<file path="src/include/swe_regs.svh">
// Register map, field positions and constants of the sleep/wake event logic
`ifndef SWE_REGS_SVH
`define SWE_REGS_SVH

// Byte offsets on the 32-bit bus
`define SWE_ADR_W          8
`define SWE_OFS_CTRL       8'h00
`define SWE_OFS_SLEEP      8'h04
`define SWE_OFS_WAKE_STS   8'h08

// Control register fields
`define SWE_CTRL_W         5
`define SWE_CTRL_PME_EN    0
`define SWE_CTRL_PME_DEV   1
`define SWE_CTRL_LAN_EN    2
`define SWE_CTRL_USB_EN    3
`define SWE_CTRL_RTC_EN    4
`define SWE_CTRL_RST       5'h00

// Sleep command / state field codes
`define SWE_SLP_W          2
`define SWE_SLP_WORK       2'h0
`define SWE_SLP_S3         2'h1
`define SWE_SLP_S4         2'h2
`define SWE_SLP_S5         2'h3

// Wake source bit positions
`define SWE_NSRC           9
`define SWE_SRC_PWRBTN     0
`define SWE_SRC_SMBALERT   1
`define SWE_SRC_PCIEWAKE   2
`define SWE_SRC_WDTBTN     3
`define SWE_SRC_GENWAKE    4
`define SWE_SRC_PME        5
`define SWE_SRC_LAN        6
`define SWE_SRC_USB        7
`define SWE_SRC_RTC        8
`define SWE_STS_RST        9'h000
// Sources that wake from any sleep state with no enable
`define SWE_UNCOND_MASK    9'h00F
// Pins asserted at low level
`define SWE_ACT_LOW_MASK   9'h0F7

`endif

</file>
<file path="src/include/swe_pkg.sv">
// Types shared by the sleep/wake event logic
`default_nettype none
package swe_pkg;
  typedef enum logic [1:0] {
    st_work,
    st_s3,
    st_s4,
    st_s5
  } swe_state_e;
endpackage : swe_pkg
`default_nettype wire

</file>
<file path="src/rtl/swe_sync.sv">
// Two-flop synchroniser with polarity fix-up and assertion-edge detect
`default_nettype none
module swe_sync #(
  parameter bit ACT_LOW = 1'b1
) (
  // Clock and reset
  input  wire logic sys_clk_i,
  input  wire logic rst_i,
  // Pin and result
  input  wire logic pin_i,
  output logic      level_o,
  output logic      rise_o
);
  logic meta_q;
  logic sync_q;
  logic prev_q;

  // Flops reset to the pin's idle level so reset makes no false edge
  always_ff @(posedge sys_clk_i) begin
    if (rst_i) begin
      meta_q <= ACT_LOW;
      sync_q <= ACT_LOW;
      prev_q <= 1'b0;
    end else begin
      meta_q <= pin_i;
      sync_q <= meta_q;
      prev_q <= level_o;
    end
  end

  assign level_o = ACT_LOW ? ~sync_q : sync_q;
  assign rise_o  = level_o & ~prev_q;
endmodule : swe_sync
`default_nettype wire

</file>
<file path="src/rtl/swe_wake_logic.sv">
// Sleep-state tracking and wake-event qualification with Wishbone registers
//
// Our own choices: register access over Wishbone and the register addresses.
`include "swe_regs.svh"
`default_nettype none
module swe_wake_logic
  import swe_pkg::*;
#(
  parameter bit STRAP_TIED = 1'b1
) (
  // Clock and reset
  input  wire logic        sys_clk_i,
  input  wire logic        rst_i,
  // Wishbone slave
  input  wire logic        wb_cyc_i,
  input  wire logic        wb_stb_i,
  input  wire logic        wb_we_i,
  input  wire logic [7:0]  wb_adr_i,
  input  wire logic [3:0]  wb_sel_i,
  input  wire logic [31:0] wb_dat_i,
  output logic [31:0]      wb_dat_o,
  output logic             wb_ack_o,
  // Wake source pins
  input  wire logic        pwr_btn_n_i,
  input  wire logic        smb_alert_n_i,
  input  wire logic        pcie_wake_n_i,
  input  wire logic        wdt_pwrbtn_i,
  input  wire logic        gen_wake_n_i,
  input  wire logic        pme_n_i,
  input  wire logic        lan_wake_n_i,
  input  wire logic        usb_wake_n_i,
  input  wire logic        rtc_alarm_i,
  input  wire logic        usb_sby_pwr_i,
  // Sleep state and resume outputs
  output logic             slp_s3_n_o,
  output logic             slp_s4_n_o,
  output logic             slp_s5_n_o,
  output logic             resume_o,
  // Capability strap, open drain
  output logic             capability_strap_output_o,
  output logic             capability_strap_output_oe_o
);

  localparam logic [`SWE_NSRC-1:0] ACT_LOW_MASK = `SWE_ACT_LOW_MASK;
  localparam logic [`SWE_NSRC-1:0] UNCOND_MASK  = `SWE_UNCOND_MASK;

  ////////////////////////////////////////////////////////////////////////
  // Pin synchronisers

  logic [`SWE_NSRC-1:0] pin_raw;
  logic [`SWE_NSRC-1:0] src_rise;
  logic                 usb_pwr_ok;

  assign pin_raw[`SWE_SRC_PWRBTN]   = pwr_btn_n_i;
  assign pin_raw[`SWE_SRC_SMBALERT] = smb_alert_n_i;
  assign pin_raw[`SWE_SRC_PCIEWAKE] = pcie_wake_n_i;
  assign pin_raw[`SWE_SRC_WDTBTN]   = wdt_pwrbtn_i;
  assign pin_raw[`SWE_SRC_GENWAKE]  = gen_wake_n_i;
  assign pin_raw[`SWE_SRC_PME]      = pme_n_i;
  assign pin_raw[`SWE_SRC_LAN]      = lan_wake_n_i;
  assign pin_raw[`SWE_SRC_USB]      = usb_wake_n_i;
  assign pin_raw[`SWE_SRC_RTC]      = rtc_alarm_i;

  for (genvar i = 0; i < `SWE_NSRC; i++) begin : g_sync
    swe_sync #(
      .ACT_LOW (ACT_LOW_MASK[i])
    ) u_sync (
      .sys_clk_i (sys_clk_i),
      .rst_i     (rst_i),
      .pin_i     (pin_raw[i]),
      .level_o   (),
      .rise_o    (src_rise[i])
    );
  end

  swe_sync #(
    .ACT_LOW (1'b0)
  ) u_usb_pwr (
    .sys_clk_i (sys_clk_i),
    .rst_i     (rst_i),
    .pin_i     (usb_sby_pwr_i),
    .level_o   (usb_pwr_ok),
    .rise_o    ()
  );

  ////////////////////////////////////////////////////////////////////////
  // Bus handshake and decode

  logic rd_cap;
  logic wr_stb;

  swe_wb_slave u_wb (
    .sys_clk_i (sys_clk_i),
    .rst_i     (rst_i),
    .wb_cyc_i  (wb_cyc_i),
    .wb_stb_i  (wb_stb_i),
    .wb_we_i   (wb_we_i),
    .wb_ack_o  (wb_ack_o),
    .rd_cap_o  (rd_cap),
    .wr_stb_o  (wr_stb)
  );

  logic                   hit_ctrl;
  logic                   hit_sleep;
  logic                   hit_sts;
  logic                   wr_ctrl;
  logic                   wr_sleep;
  logic [`SWE_NSRC-1:0]   sts_clr;

  assign hit_ctrl  = (wb_adr_i == `SWE_OFS_CTRL);
  assign hit_sleep = (wb_adr_i == `SWE_OFS_SLEEP);
  assign hit_sts   = (wb_adr_i == `SWE_OFS_WAKE_STS);
  assign wr_ctrl   = wr_stb & hit_ctrl & wb_sel_i[0];
  assign wr_sleep  = wr_stb & hit_sleep & wb_sel_i[0];
  // Write one to clear, byte lanes honoured
  assign sts_clr   = (wr_stb & hit_sts)
                   ? (wb_dat_i[`SWE_NSRC-1:0]
                      & {wb_sel_i[1], {(`SWE_NSRC-1){wb_sel_i[0]}}})
                   : '0;

  ////////////////////////////////////////////////////////////////////////
  // Registers

  logic [`SWE_CTRL_W-1:0] ctrl_q;
  logic [`SWE_NSRC-1:0]   wake_sts_q;
  logic [31:0]            rdata_q;
  logic [31:0]            rd_mux;
  logic [`SWE_SLP_W-1:0]  slp_code;

  wire pme_en  = ctrl_q[`SWE_CTRL_PME_EN];
  wire pme_dev = ctrl_q[`SWE_CTRL_PME_DEV];
  wire lan_en  = ctrl_q[`SWE_CTRL_LAN_EN];
  wire usb_en  = ctrl_q[`SWE_CTRL_USB_EN];
  wire rtc_en  = ctrl_q[`SWE_CTRL_RTC_EN];

  swe_state_e state_q;
  swe_state_e state_d;

  assign slp_code = (state_q == st_s3) ? `SWE_SLP_S3
                  : (state_q == st_s4) ? `SWE_SLP_S4
                  : (state_q == st_s5) ? `SWE_SLP_S5
                  : `SWE_SLP_WORK;

  // Unmapped offsets read as zero and still get ack
  always_comb begin
    rd_mux = 32'h0000_0000;
    if (hit_ctrl) begin
      rd_mux[`SWE_CTRL_W-1:0] = ctrl_q;
    end else if (hit_sleep) begin
      rd_mux[`SWE_SLP_W-1:0] = slp_code;
    end else if (hit_sts) begin
      rd_mux[`SWE_NSRC-1:0] = wake_sts_q;
    end
  end

  always_ff @(posedge sys_clk_i) begin
    if (rst_i) begin
      rdata_q <= 32'h0000_0000;
    end else if (rd_cap) begin
      rdata_q <= rd_mux;
    end
  end

  assign wb_dat_o = rdata_q;

  always_ff @(posedge sys_clk_i) begin
    if (rst_i) begin
      ctrl_q <= `SWE_CTRL_RST;
    end else if (wr_ctrl) begin
      ctrl_q <= wb_dat_i[`SWE_CTRL_W-1:0];
    end
  end

  ////////////////////////////////////////////////////////////////////////
  // Wake qualification

  logic                 in_sleep;
  logic [`SWE_NSRC-1:0] allow;
  logic [`SWE_NSRC-1:0] qual;
  logic                 wake;

  assign in_sleep = (state_q != st_work);

  assign allow[`SWE_SRC_PWRBTN]   = in_sleep;
  assign allow[`SWE_SRC_SMBALERT] = in_sleep;
  assign allow[`SWE_SRC_PCIEWAKE] = in_sleep;
  assign allow[`SWE_SRC_WDTBTN]   = in_sleep;
  assign allow[`SWE_SRC_GENWAKE]  = (state_q == st_s3);
  assign allow[`SWE_SRC_PME]      = in_sleep & (pme_en | pme_dev);
  assign allow[`SWE_SRC_LAN]      = in_sleep & lan_en;
  // USB needs S3, standby power, enable
  assign allow[`SWE_SRC_USB]      = (state_q == st_s3) & usb_en & usb_pwr_ok;
  assign allow[`SWE_SRC_RTC]      = (state_q == st_s5) & rtc_en;

  assign qual = src_rise & allow;
  assign wake = |qual;

  // Sticky source record, a new wake beats a clear
  always_ff @(posedge sys_clk_i) begin
    if (rst_i) begin
      wake_sts_q <= `SWE_STS_RST;
    end else begin
      wake_sts_q <= (wake_sts_q & ~sts_clr) | qual;
    end
  end

  ////////////////////////////////////////////////////////////////////////
  // Sleep state machine

  // Sleep entered by command, left only by a wake
  always_comb begin
    state_d = state_q;
    case (state_q)
      st_work: begin
        if (wr_sleep) begin
          case (wb_dat_i[`SWE_SLP_W-1:0])
            `SWE_SLP_S3: state_d = st_s3;
            `SWE_SLP_S4: state_d = st_s4;
            `SWE_SLP_S5: state_d = st_s5;
            default:     state_d = st_work;
          endcase
        end
      end
      st_s3, st_s4, st_s5: begin
        if (wake) begin
          state_d = st_work;
        end
      end
      default: state_d = st_work;
    endcase
  end

  logic resume_q;
  logic s3_n_q;
  logic s4_n_q;
  logic s5_n_q;

  // Power-up lands in soft-off: the carrier must wake the module first
  always_ff @(posedge sys_clk_i) begin
    if (rst_i) begin
      state_q  <= st_s5;
      resume_q <= 1'b0;
      s3_n_q   <= 1'b0;
      s4_n_q   <= 1'b0;
      s5_n_q   <= 1'b0;
    end else begin
      state_q  <= state_d;
      resume_q <= in_sleep & wake;
      s3_n_q   <= (state_d == st_work);
      s4_n_q   <= (state_d == st_work) | (state_d == st_s3);
      s5_n_q   <= (state_d != st_s5);
    end
  end

  assign resume_o   = resume_q;
  assign slp_s3_n_o = s3_n_q;
  assign slp_s4_n_o = s4_n_q;
  assign slp_s5_n_o = s5_n_q;

  // Strap is grounded or floats, never driven high
  assign capability_strap_output_o    = 1'b0;
  assign capability_strap_output_oe_o = STRAP_TIED;
endmodule : swe_wake_logic
`default_nettype wire

</file>
<file path="src/rtl/swe_wb_slave.sv">
// Classic Wishbone handshake: registered ack, read capture, write strobe
`default_nettype none
module swe_wb_slave (
  // Clock and reset
  input  wire logic sys_clk_i,
  input  wire logic rst_i,
  // Bus handshake
  input  wire logic wb_cyc_i,
  input  wire logic wb_stb_i,
  input  wire logic wb_we_i,
  output logic      wb_ack_o,
  // Towards the register file
  output logic      rd_cap_o,
  output logic      wr_stb_o
);
  logic req;
  logic ack_q;

  assign req      = wb_cyc_i & wb_stb_i;
  assign wb_ack_o = ack_q;
  // Read data is latched on the same edge that raises ack so it comes from a flop
  assign rd_cap_o = req & ~ack_q & ~wb_we_i;
  // Write lands on the same edge the master samples ack
  assign wr_stb_o = req & ack_q & wb_we_i;

  always_ff @(posedge sys_clk_i) begin
    if (rst_i) begin
      ack_q <= 1'b0;
    end else begin
      ack_q <= req & ~ack_q;
    end
  end
endmodule : swe_wb_slave
`default_nettype wire

</file>
<file path="config.mk">
export PLATFORM = sky130hd
export DESIGN_NAME = swe_wake_logic
export DESIGN_NICKNAME = d
export VERILOG_FILES = /design/src/include/swe_pkg.sv /design/src/rtl/swe_sync.sv /design/src/rtl/swe_wake_logic.sv /design/src/rtl/swe_wb_slave.sv
export VERILOG_INCLUDE_DIRS = /design/src /design/src/include
export SDC_FILE = /design/constraint.sdc
export NUM_CORES = 1
export LEC_CHECK = 0
export ABC_AREA = 1
export CAP_MARGIN = 0
export CELL_PAD_IN_SITES_DETAIL_PLACEMENT = 0
export CELL_PAD_IN_SITES_GLOBAL_PLACEMENT = 1
export CORE_ASPECT_RATIO = 0.6
export CORE_MARGIN = 5
export CORE_UTILIZATION = 46
export CTS_CLUSTER_SIZE = 12
export DETAILED_ROUTE_END_ITERATION = 12
export DONT_BUFFER_PORTS = 1
export GPL_TIMING_DRIVEN = 0
export PLACE_DENSITY_LB_ADDON = 0.3
export SKIP_CTS_REPAIR_TIMING = 1
export SLEW_MARGIN = 20
export SYNTH_ARGS = -nofsm -noshare
export SYNTH_HDL_FRONTEND = slang
export SYNTH_SLANG_ARGS = --single-unit
</file>
<file path="constraint.sdc">
create_clock -name sys_clk_i -period 2.66 [get_ports sys_clk_i]
set_clock_uncertainty 0.05 [all_clocks]
set_input_delay 0.532 -clock sys_clk_i [delete_from_list [all_inputs] [get_ports sys_clk_i]]
set_output_delay 0.532 -clock sys_clk_i [all_outputs]
set_load 0.05 [all_outputs]
</file>
==> impl_results.md, run 1 <==
* Status: finished clean
* Setup TNS at 0 ns
* Post-synthesis cell type count at 23
* Rel. slew slack at 0.5801
* FMAX at 536.6 MHz
* CP max-delay cell: dfxtp_1
* VDD IR max at 362.7 uV
* Die Wd at 102.3 um
* Syn Std Cell Area at 2351 sq um
* CP Data Required Time at 2.84 ns
* Vias in the first global route at 1,634
* Clk buf depth at 2
* Share of total power in the clock network at 0.455
* Final RePlAce weighted congestion at 0.8316
* Site Rows at 20
* Post-Place Cells at 382
* Min Tclk post-route at 1.864 ns
* Crit-path max FO at 9
* Most frequent CP cell: nand2_1
* Global-route wire length before repair at 7.707 mm
* Final cycle utilization of the critical path at 0.7006
* Final hold vios at 0
* Maxcap violations at 0
* Drt drc at 0
* RSZ-0062 raised after global routing: false
* Diodes inserted at 0
* Number of synthesized register bits at 59
* Grt ovf at 0
* # clock sinks at 59
* WHS at 0.2413 ns
* Antenna Nets Post-Route at 0
* Final Max Tran Viols at 0
* Power share of the combinational group at 0.090
* Syn Area/Cell at 8.024 sq um
* Leak at 1.288 nW
* DR vias at 1,806
* Post-synthesis cell count at 293
* Switching power at 0.5180 mW
* Num ports at 98
* Final instance count without filler cells at 398
* CTS root buf: clkbuf_8
* Worst slew pin tran at 0.6290 ns
* Nets at 386
* Die span in y at 65.38 um
* Core area at 5005 sq um
* Share of layout cells above drive strength 1 at 0.2169
* HP Class: primary input to flip-flop
* P_int at 1.620 mW
* Startpoint types: flip-flop
* Pre-antenna DRT Iters at 4
* Total track usage at 0.1565
* CTS buffer count at 9
* Drt initial violations at 113
* Seq/Total Area, Yosys at 0.5024
* IO buf count at 0
* Slowest Stage Delay on Critical Path at 0.72 ns
* DR WL/cell at 12.20 um
* Worst skew pair latency at 0.33 ns
* CP Data Arrival Time at 2.04 ns
* Crit path cell chain: nand2_1 -> nor2_2 -> nand2_1 -> clkinv_2 -> nand2_4 -> o21ai_1 -> nor2_1
* Top cell family by delay on the critical path: flip-flops
* Crit path kind: flip-flop to flip-flop
* TritonCTS clock tree: built
* Switching portion of total power at 0.2423
* DIE AREA at 6688 sq um
* DRT Wirelength at 4.856 mm
* Yosys warning count at 0
* H-tree depth at 3
* Power per cell area at 774.1 nW/um^2
* Element type at the critical path end: flip-flop
* HPWL Detailed at 3.752 mm
* Initial core utilization at 0.4698
* Critical path buffer and inverter count at 1
* Initial antenna violation count at 0
* Largest net degree at the start of global routing at 11
* Final setup violating endpoints at 0
* Clock transition at the registers of the reported paths at 0.06 ns
* Sequential power share at 0.455
* Layout area overhead at 17.46%
* Via density at 4.538
-- sequential cells by signal, summed over array words and instances (netlist names) --
| name | count |
|---|---|
| state_q | 2 |
| u_usb_pwr.level_o | 1 |
| slp_s3_n_o | 1 |
| g_sync.u_sync.meta_q | 9 |
| slp_s5_n_o | 1 |
| wb_dat_o | 9 |
| wake_sts_q | 9 |
| slp_s4_n_o | 1 |
| ctrl_q | 5 |
| resume_o | 1 |
| u_wb.wb_ack_o | 1 |
| g_sync.u_sync.level_o | 2 |
| u_usb_pwr.meta_q | 1 |
| g_sync.u_sync.prev_q | 9 |
| g_sync.u_sync.sync_q | 7 |
-- Yosys cell counts --
| library cell | number | share of area |
|---|---|---|
| a21o_1 | 3 | 0.0096 |
| a21oi_1 | 22 | 0.047 |
| a21oi_2 | 2 | 0.0075 |
| buf_4 | 25 | 0.080 |
| buf_6 | 2 | 0.0096 |
| clkbuf_1 | 5 | 0.0080 |
| clkinv_2 | 1 | 0.0021 |
| conb_1 | 2 | 0.0032 |
| dfxtp_1 | 59 | 0.50 |
| inv_1 | 22 | 0.035 |
| inv_2 | 5 | 0.0080 |
| nand2_1 | 42 | 0.067 |
| nand2_2 | 3 | 0.0080 |
| nand2_4 | 1 | 0.0048 |
| nand3_1 | 28 | 0.060 |
| nor2_1 | 43 | 0.069 |
| nor2_2 | 1 | 0.0027 |
| nor2_4 | 1 | 0.0048 |
| nor3_1 | 1 | 0.0021 |
| nor3_4 | 2 | 0.014 |
| o21ai_0 | 4 | 0.0085 |
| o21ai_1 | 5 | 0.011 |
| or2_2 | 14 | 0.037 |
-- layout make-up --
cell class	count	area, sq um
fill	500	2243
clock inverter	5	100.1
sequential	59	1181
tap	66	82.58
inverter	28	106.4
buffer	32	229.0
multi-input combinational	197	920.9
clock buffer	11	141.4
-- worst reg2reg max path: cells and delay by family (launching register included) --
kind,cells,cell delay (ns)
compound gates,1,0.19
buf+inv,1,0.15
flops,1,0.72
simple gates,5,0.64
-- per-layer routing --
layer	vias up	share of wire	routed length (um)	GRT usage
li1	937	-	-	-
met1	795	0.47	2293	0.2094
met2	67	0.39	1916	0.2063
met3	7	0.12	592	0.08696
met4	0	0.011	53	0.06056
met5	-	0	0	0
-- stage by stage --
stage	setup slack, ns	total power [mW]	utilization	cell area [sq um]
6_report	0.7963	2.138	0.5518	2761
3_3_place_gp	0.8237	1.182	0.5035	2520
2_1_floorplan	1.122	1.160	-	2437
4_1_cts	0.7902	2.157	0.5518	2761
3_5_place_dp	0.8063	1.184	0.5035	2520
5_1_grt	0.6294	2.231	0.5518	2761
-- layout by cell type, fill, tap and decap left out --
cell type | synthesis | routed
clkbuf_1 | 5 | 6
nand2_4 | 1 | 1
a21oi_1 | 22 | 22
nand2_1 | 42 | 42
nand2_2 | 3 | 3
clkbuf_8 | 0 | 10
nor2_4 | 1 | 1
inv_2 | 5 | 5
nor2_2 | 1 | 1
clkinv_2 | 1 | 3
dfxtp_1 | 59 | 59
or2_2 | 14 | 14
nor3_4 | 2 | 2
nor2_1 | 43 | 43
a21o_1 | 3 | 3
buf_4 | 25 | 25
a21oi_2 | 2 | 2
inv_1 | 22 | 22
buf_6 | 2 | 2
o21ai_1 | 5 | 5
o21ai_0 | 4 | 4
bufinv_16 | 0 | 3
nand3_1 | 28 | 28
nor3_1 | 1 | 1
conb_1 | 2 | 25
-- path summary, 6_finish.rpt --
| kind | from | end | slack [ns] | depth (start not counted) |
|---|---|---|---|---|
| max reg2reg | u_wb.wb_ack_o | ctrl_q[3] | 0.80 | 7 |
| min reg2reg | g_sync[8].u_sync.meta_q | g_sync[8].u_sync.level_o | 0.35 | 2 |
| min | rtc_alarm_i | g_sync[8].u_sync.meta_q | 0.24 | 2 |
| max | u_wb.wb_ack_o | ctrl_q[3] | 0.80 | 7 |
-- kinds of logic after synthesis --
family                 after synthesis  share of synthesized area
and+or+nand+nor                    136                     0.2688
AOI/OAI and AO/OA                   36                    0.08302
buffers and inverters               60                     0.1426
other                                2                   0.003194
DFF                                 59                     0.5024
-- power groups by stage --
stage / clock network (mW) / logic, mW / registers [mW]
2_1_floorplan: 0 / 0.173 / 0.986
5_1_grt: 1.04 / 0.212 / 0.976
3_3_place_gp: 0 / 0.190 / 0.992
6_report: 0.973 / 0.192 / 0.973
3_5_place_dp: 0 / 0.192 / 0.992
4_1_cts: 0.992 / 0.192 / 0.973
Note: power is estimated with default switching activity, not from simulation.
==> run 2: changes to the inputs <==
Settings changed: CORE_UTILIZATION 46 to 43.
Clock period 2.66 ns to 1.9 ns, I/O delays scaled along.
==> run 2 against run 1 <==
Net effect: first-iteration DRC count shrank 8.0%; register-to-register slack worse by 0.58 ns; sequential power up 40%; largest cell class unchanged; die area rose by 6.1%; routed wire length increased by 2.6%; combinational power increased by 41%; highest routed layer unchanged; worst setup slack lost 0.58 ns; largest power group unchanged; power rose by 27%; critical path type unchanged; critical path depth stayed put; utilization shrank 2.8 points.
==> impl_results.md, run 2 (synthesis gave the netlist of run 1 again) <==
* Crit-path max FO at 9 (unchanged)
* Power share of the combinational group at 0.099 (+0.009)
* Final cycle utilization of the critical path at 0.8877 (+0.1871)
* Reg2reg setup slack at 0.21 ns (-0.58 ns)
* Final hold vios at 0 (unchanged)
* Critical path buffer and inverter count at 1 (unchanged)
* Antenna Nets Post-Route at 0 (unchanged)
* Top cell family by delay on the critical path: simple AND/OR/NAND/NOR gates
* Global-route wire length before repair at 7.976 mm (+3.5%)
* Pre-antenna DRT Iters at 4 (unchanged)
* CP max-delay cell: dfxtp_2
* Worst slew pin tran at 0.5209 ns (-0.1082 ns)
* Leak at 1.271 nW (-1.3%)
* Most frequent cells in the layout: dfxtp_1 (58), nor2_1 (43), nand2_1 (42)
* Startpoint types: flip-flop
* Diodes inserted at 0 (unchanged)
* Crit path cell chain: nand2_1 -> nor2_2 -> nand2_1 -> clkinv_2 -> nand2_4 -> o21ai_1 -> a21oi_1
* Switching portion of total power at 0.2671 (+0.02479)
* Share of total power in the clock network at 0.400 (-0.055)
* DR WL/cell at 12.52 um (+2.6%)
* Worst skew pair latency at 0.33 ns (about the same)
* Core area at 5180 sq um (+3.5%)
* CP endpoint: ctrl_q[1]
* Grt ovf at 0 (unchanged)
* Drt initial violations at 104 (-8.0%)
* Worst slack, placed at 0.03929 ns (-0.7670 ns)
* WHS at 0.09042 ns (-0.1509 ns)
* VDD IR max at 460.1 uV (+27%)
* Setup crit start: u_wb.wb_ack_o
* # clock sinks at 59 (unchanged)
* Crit path kind: flip-flop to flip-flop
* Final instance count without filler cells at 398 (unchanged)
* Num ports at 98 (unchanged)
* Initial antenna violation count at 0 (unchanged)
* Drt drc at 0 (unchanged)
* Post-Place Cells at 382 (unchanged)
* Post-Layout Inst Area at 2714 sq um (-1.7%)
* Area of the multi-input gates at 920.9 sq um (unchanged)
* Worst Reg-to-Reg Cells at 7 (unchanged)
* HP Class: primary input to flip-flop
* Initial core utilization at 0.4539 (-0.01589)
* Setup TNS at 0 ns (unchanged)
* Nets at 386 (unchanged)
* Total Power at 2.720 mW (+27%)
* TritonCTS clock tree: built
* Final setup margin at 0.2133 ns (-0.5829 ns)
* Layout area overhead at 15.43%
* H-tree depth at 3 (unchanged)
* Die span in y at 67.28 um (+2.9%)
* Total track usage at 0.1499 (-0.006535)
* Rel. slew slack at 0.6523 (+0.07222)
* Register Area at 1182 sq um (+0.11%)
* Vias in the first global route at 1,660 (+1.6%)
* DR vias at 1,811 (+0.28%)
* Clock transition at the registers of the reported paths at 0.07 ns (about the same)
* Status: finished clean
* # fillers at 512 (+2.4%)
* Clk buf depth at 2 (unchanged)
* CTS root buf: clkbuf_8
* IO buf count at 0 (unchanged)
* CP Data Arrival Time at 1.86 ns (-0.18 ns)
* DP Area at 2520 sq um (unchanged)
* Most common cell after layout, fill and taps aside: dfxtp_1
* HPWL Detailed at 3.885 mm (+3.5%)
* Final Util at 0.5239 (-0.02784)
* Switching power at 0.7266 mW (+40%)
* DIE AREA at 7095 sq um (+6.1%)
* Min Tclk post-route at 1.687 ns (-0.1771 ns)
* Share of layout cells above drive strength 1 at 0.2229 (+0.006024)
* Most frequent CP cell: nand2_1
* RSZ-0062 raised after global routing: false
* P_int at 1.994 mW (+23%)
* Critical path depth at 7 (unchanged)
* Final setup violating endpoints at 0 (unchanged)
* DRT Wirelength at 4.984 mm (+2.6%)
* Hold path start: rtc_alarm_i
* CP Data Required Time at 2.07 ns (-0.77 ns)
* Die Wd at 105.5 um (+3.1%)
* Sequential power share at 0.501 (+0.046)
* Element type at the critical path end: flip-flop
* Final RePlAce weighted congestion at 0.8379 (+0.76%)
* Final Max Tran Viols at 0 (unchanged)
* CTS buffer count at 9 (unchanged)
* Site Rows at 20 (unchanged)
* Worst r2r dst: ctrl_q[1]
* Slowest Stage Delay on Critical Path at 0.54 ns (-0.18 ns)
* Largest net degree at the start of global routing at 11 (unchanged)
* Power per cell area at 1002 nW/um^2 (+29%)
* Maxcap violations at 0 (unchanged)
* Worst reg2reg path startpoint: u_wb.wb_ack_o
* FMAX at 592.9 MHz (+10%)
* Via density at 4.550 (+0.28%)
run 2: how the worst min path moves through the flow:
stage | slack, ns | end | depth (start not counted)
floorplan | 0.34 | g_sync[3].u_sync.level_o | 2
global placement | 0.34 | u_usb_pwr.level_o | 2
detailed placement | 0.34 | g_sync[8].u_sync.level_o | 2
CTS | 0.07 | g_sync[8].u_sync.meta_q | 2
global route | 0.08 | g_sync[7].u_sync.meta_q | 1
finish | 0.09 | g_sync[8].u_sync.meta_q | 2
run 2: worst reg2reg max path: stages (launching register included):
cell and delay (ns):
dfxtp_2 0.54, nand2_1 0.11, nor2_2 0.24, nand2_1 0.15, clkinv_2 0.16, nand2_4 0.11, o21ai_1 0.16, a21oi_1 0.05
run 2: final cells by class:
class                           instances  share of cell area
Clock inverter                          6             0.02029
Tap cell                               66             0.03043
Clock buffer                           10             0.05071
Sequential cell                        59              0.4357
Inverter                               28             0.03919
Buffer                                 32             0.08437
Multi-Input combinational cell        197              0.3393
run 2: power by group through the flow:
stage / Combinational (mW) / Clock (mW) / Sequential (mW)
floorplan: 0.243 / 0 / 1.38
global placement: 0.265 / 0 / 1.39
detailed placement: 0.268 / 0 / 1.39
global route: 0.295 / 1.17 / 1.37
CTS: 0.268 / 1.12 / 1.36
finish: 0.270 / 1.09 / 1.36
run 2: per-layer routing:
| metal | up-vias | track usage | part of all wire | routed length (um) |
|---|---|---|---|---|
| met5 | - | 0 | 0 | 0 |
| met1 | 799 | 0.1998 | 0.47 | 2318 |
| met2 | 69 | 0.1976 | 0.40 | 1993 |
| met3 | 7 | 0.08405 | 0.12 | 612 |
| met4 | 0 | 0.05892 | 0.012 | 61 |
| li1 | 936 | - | - | - |
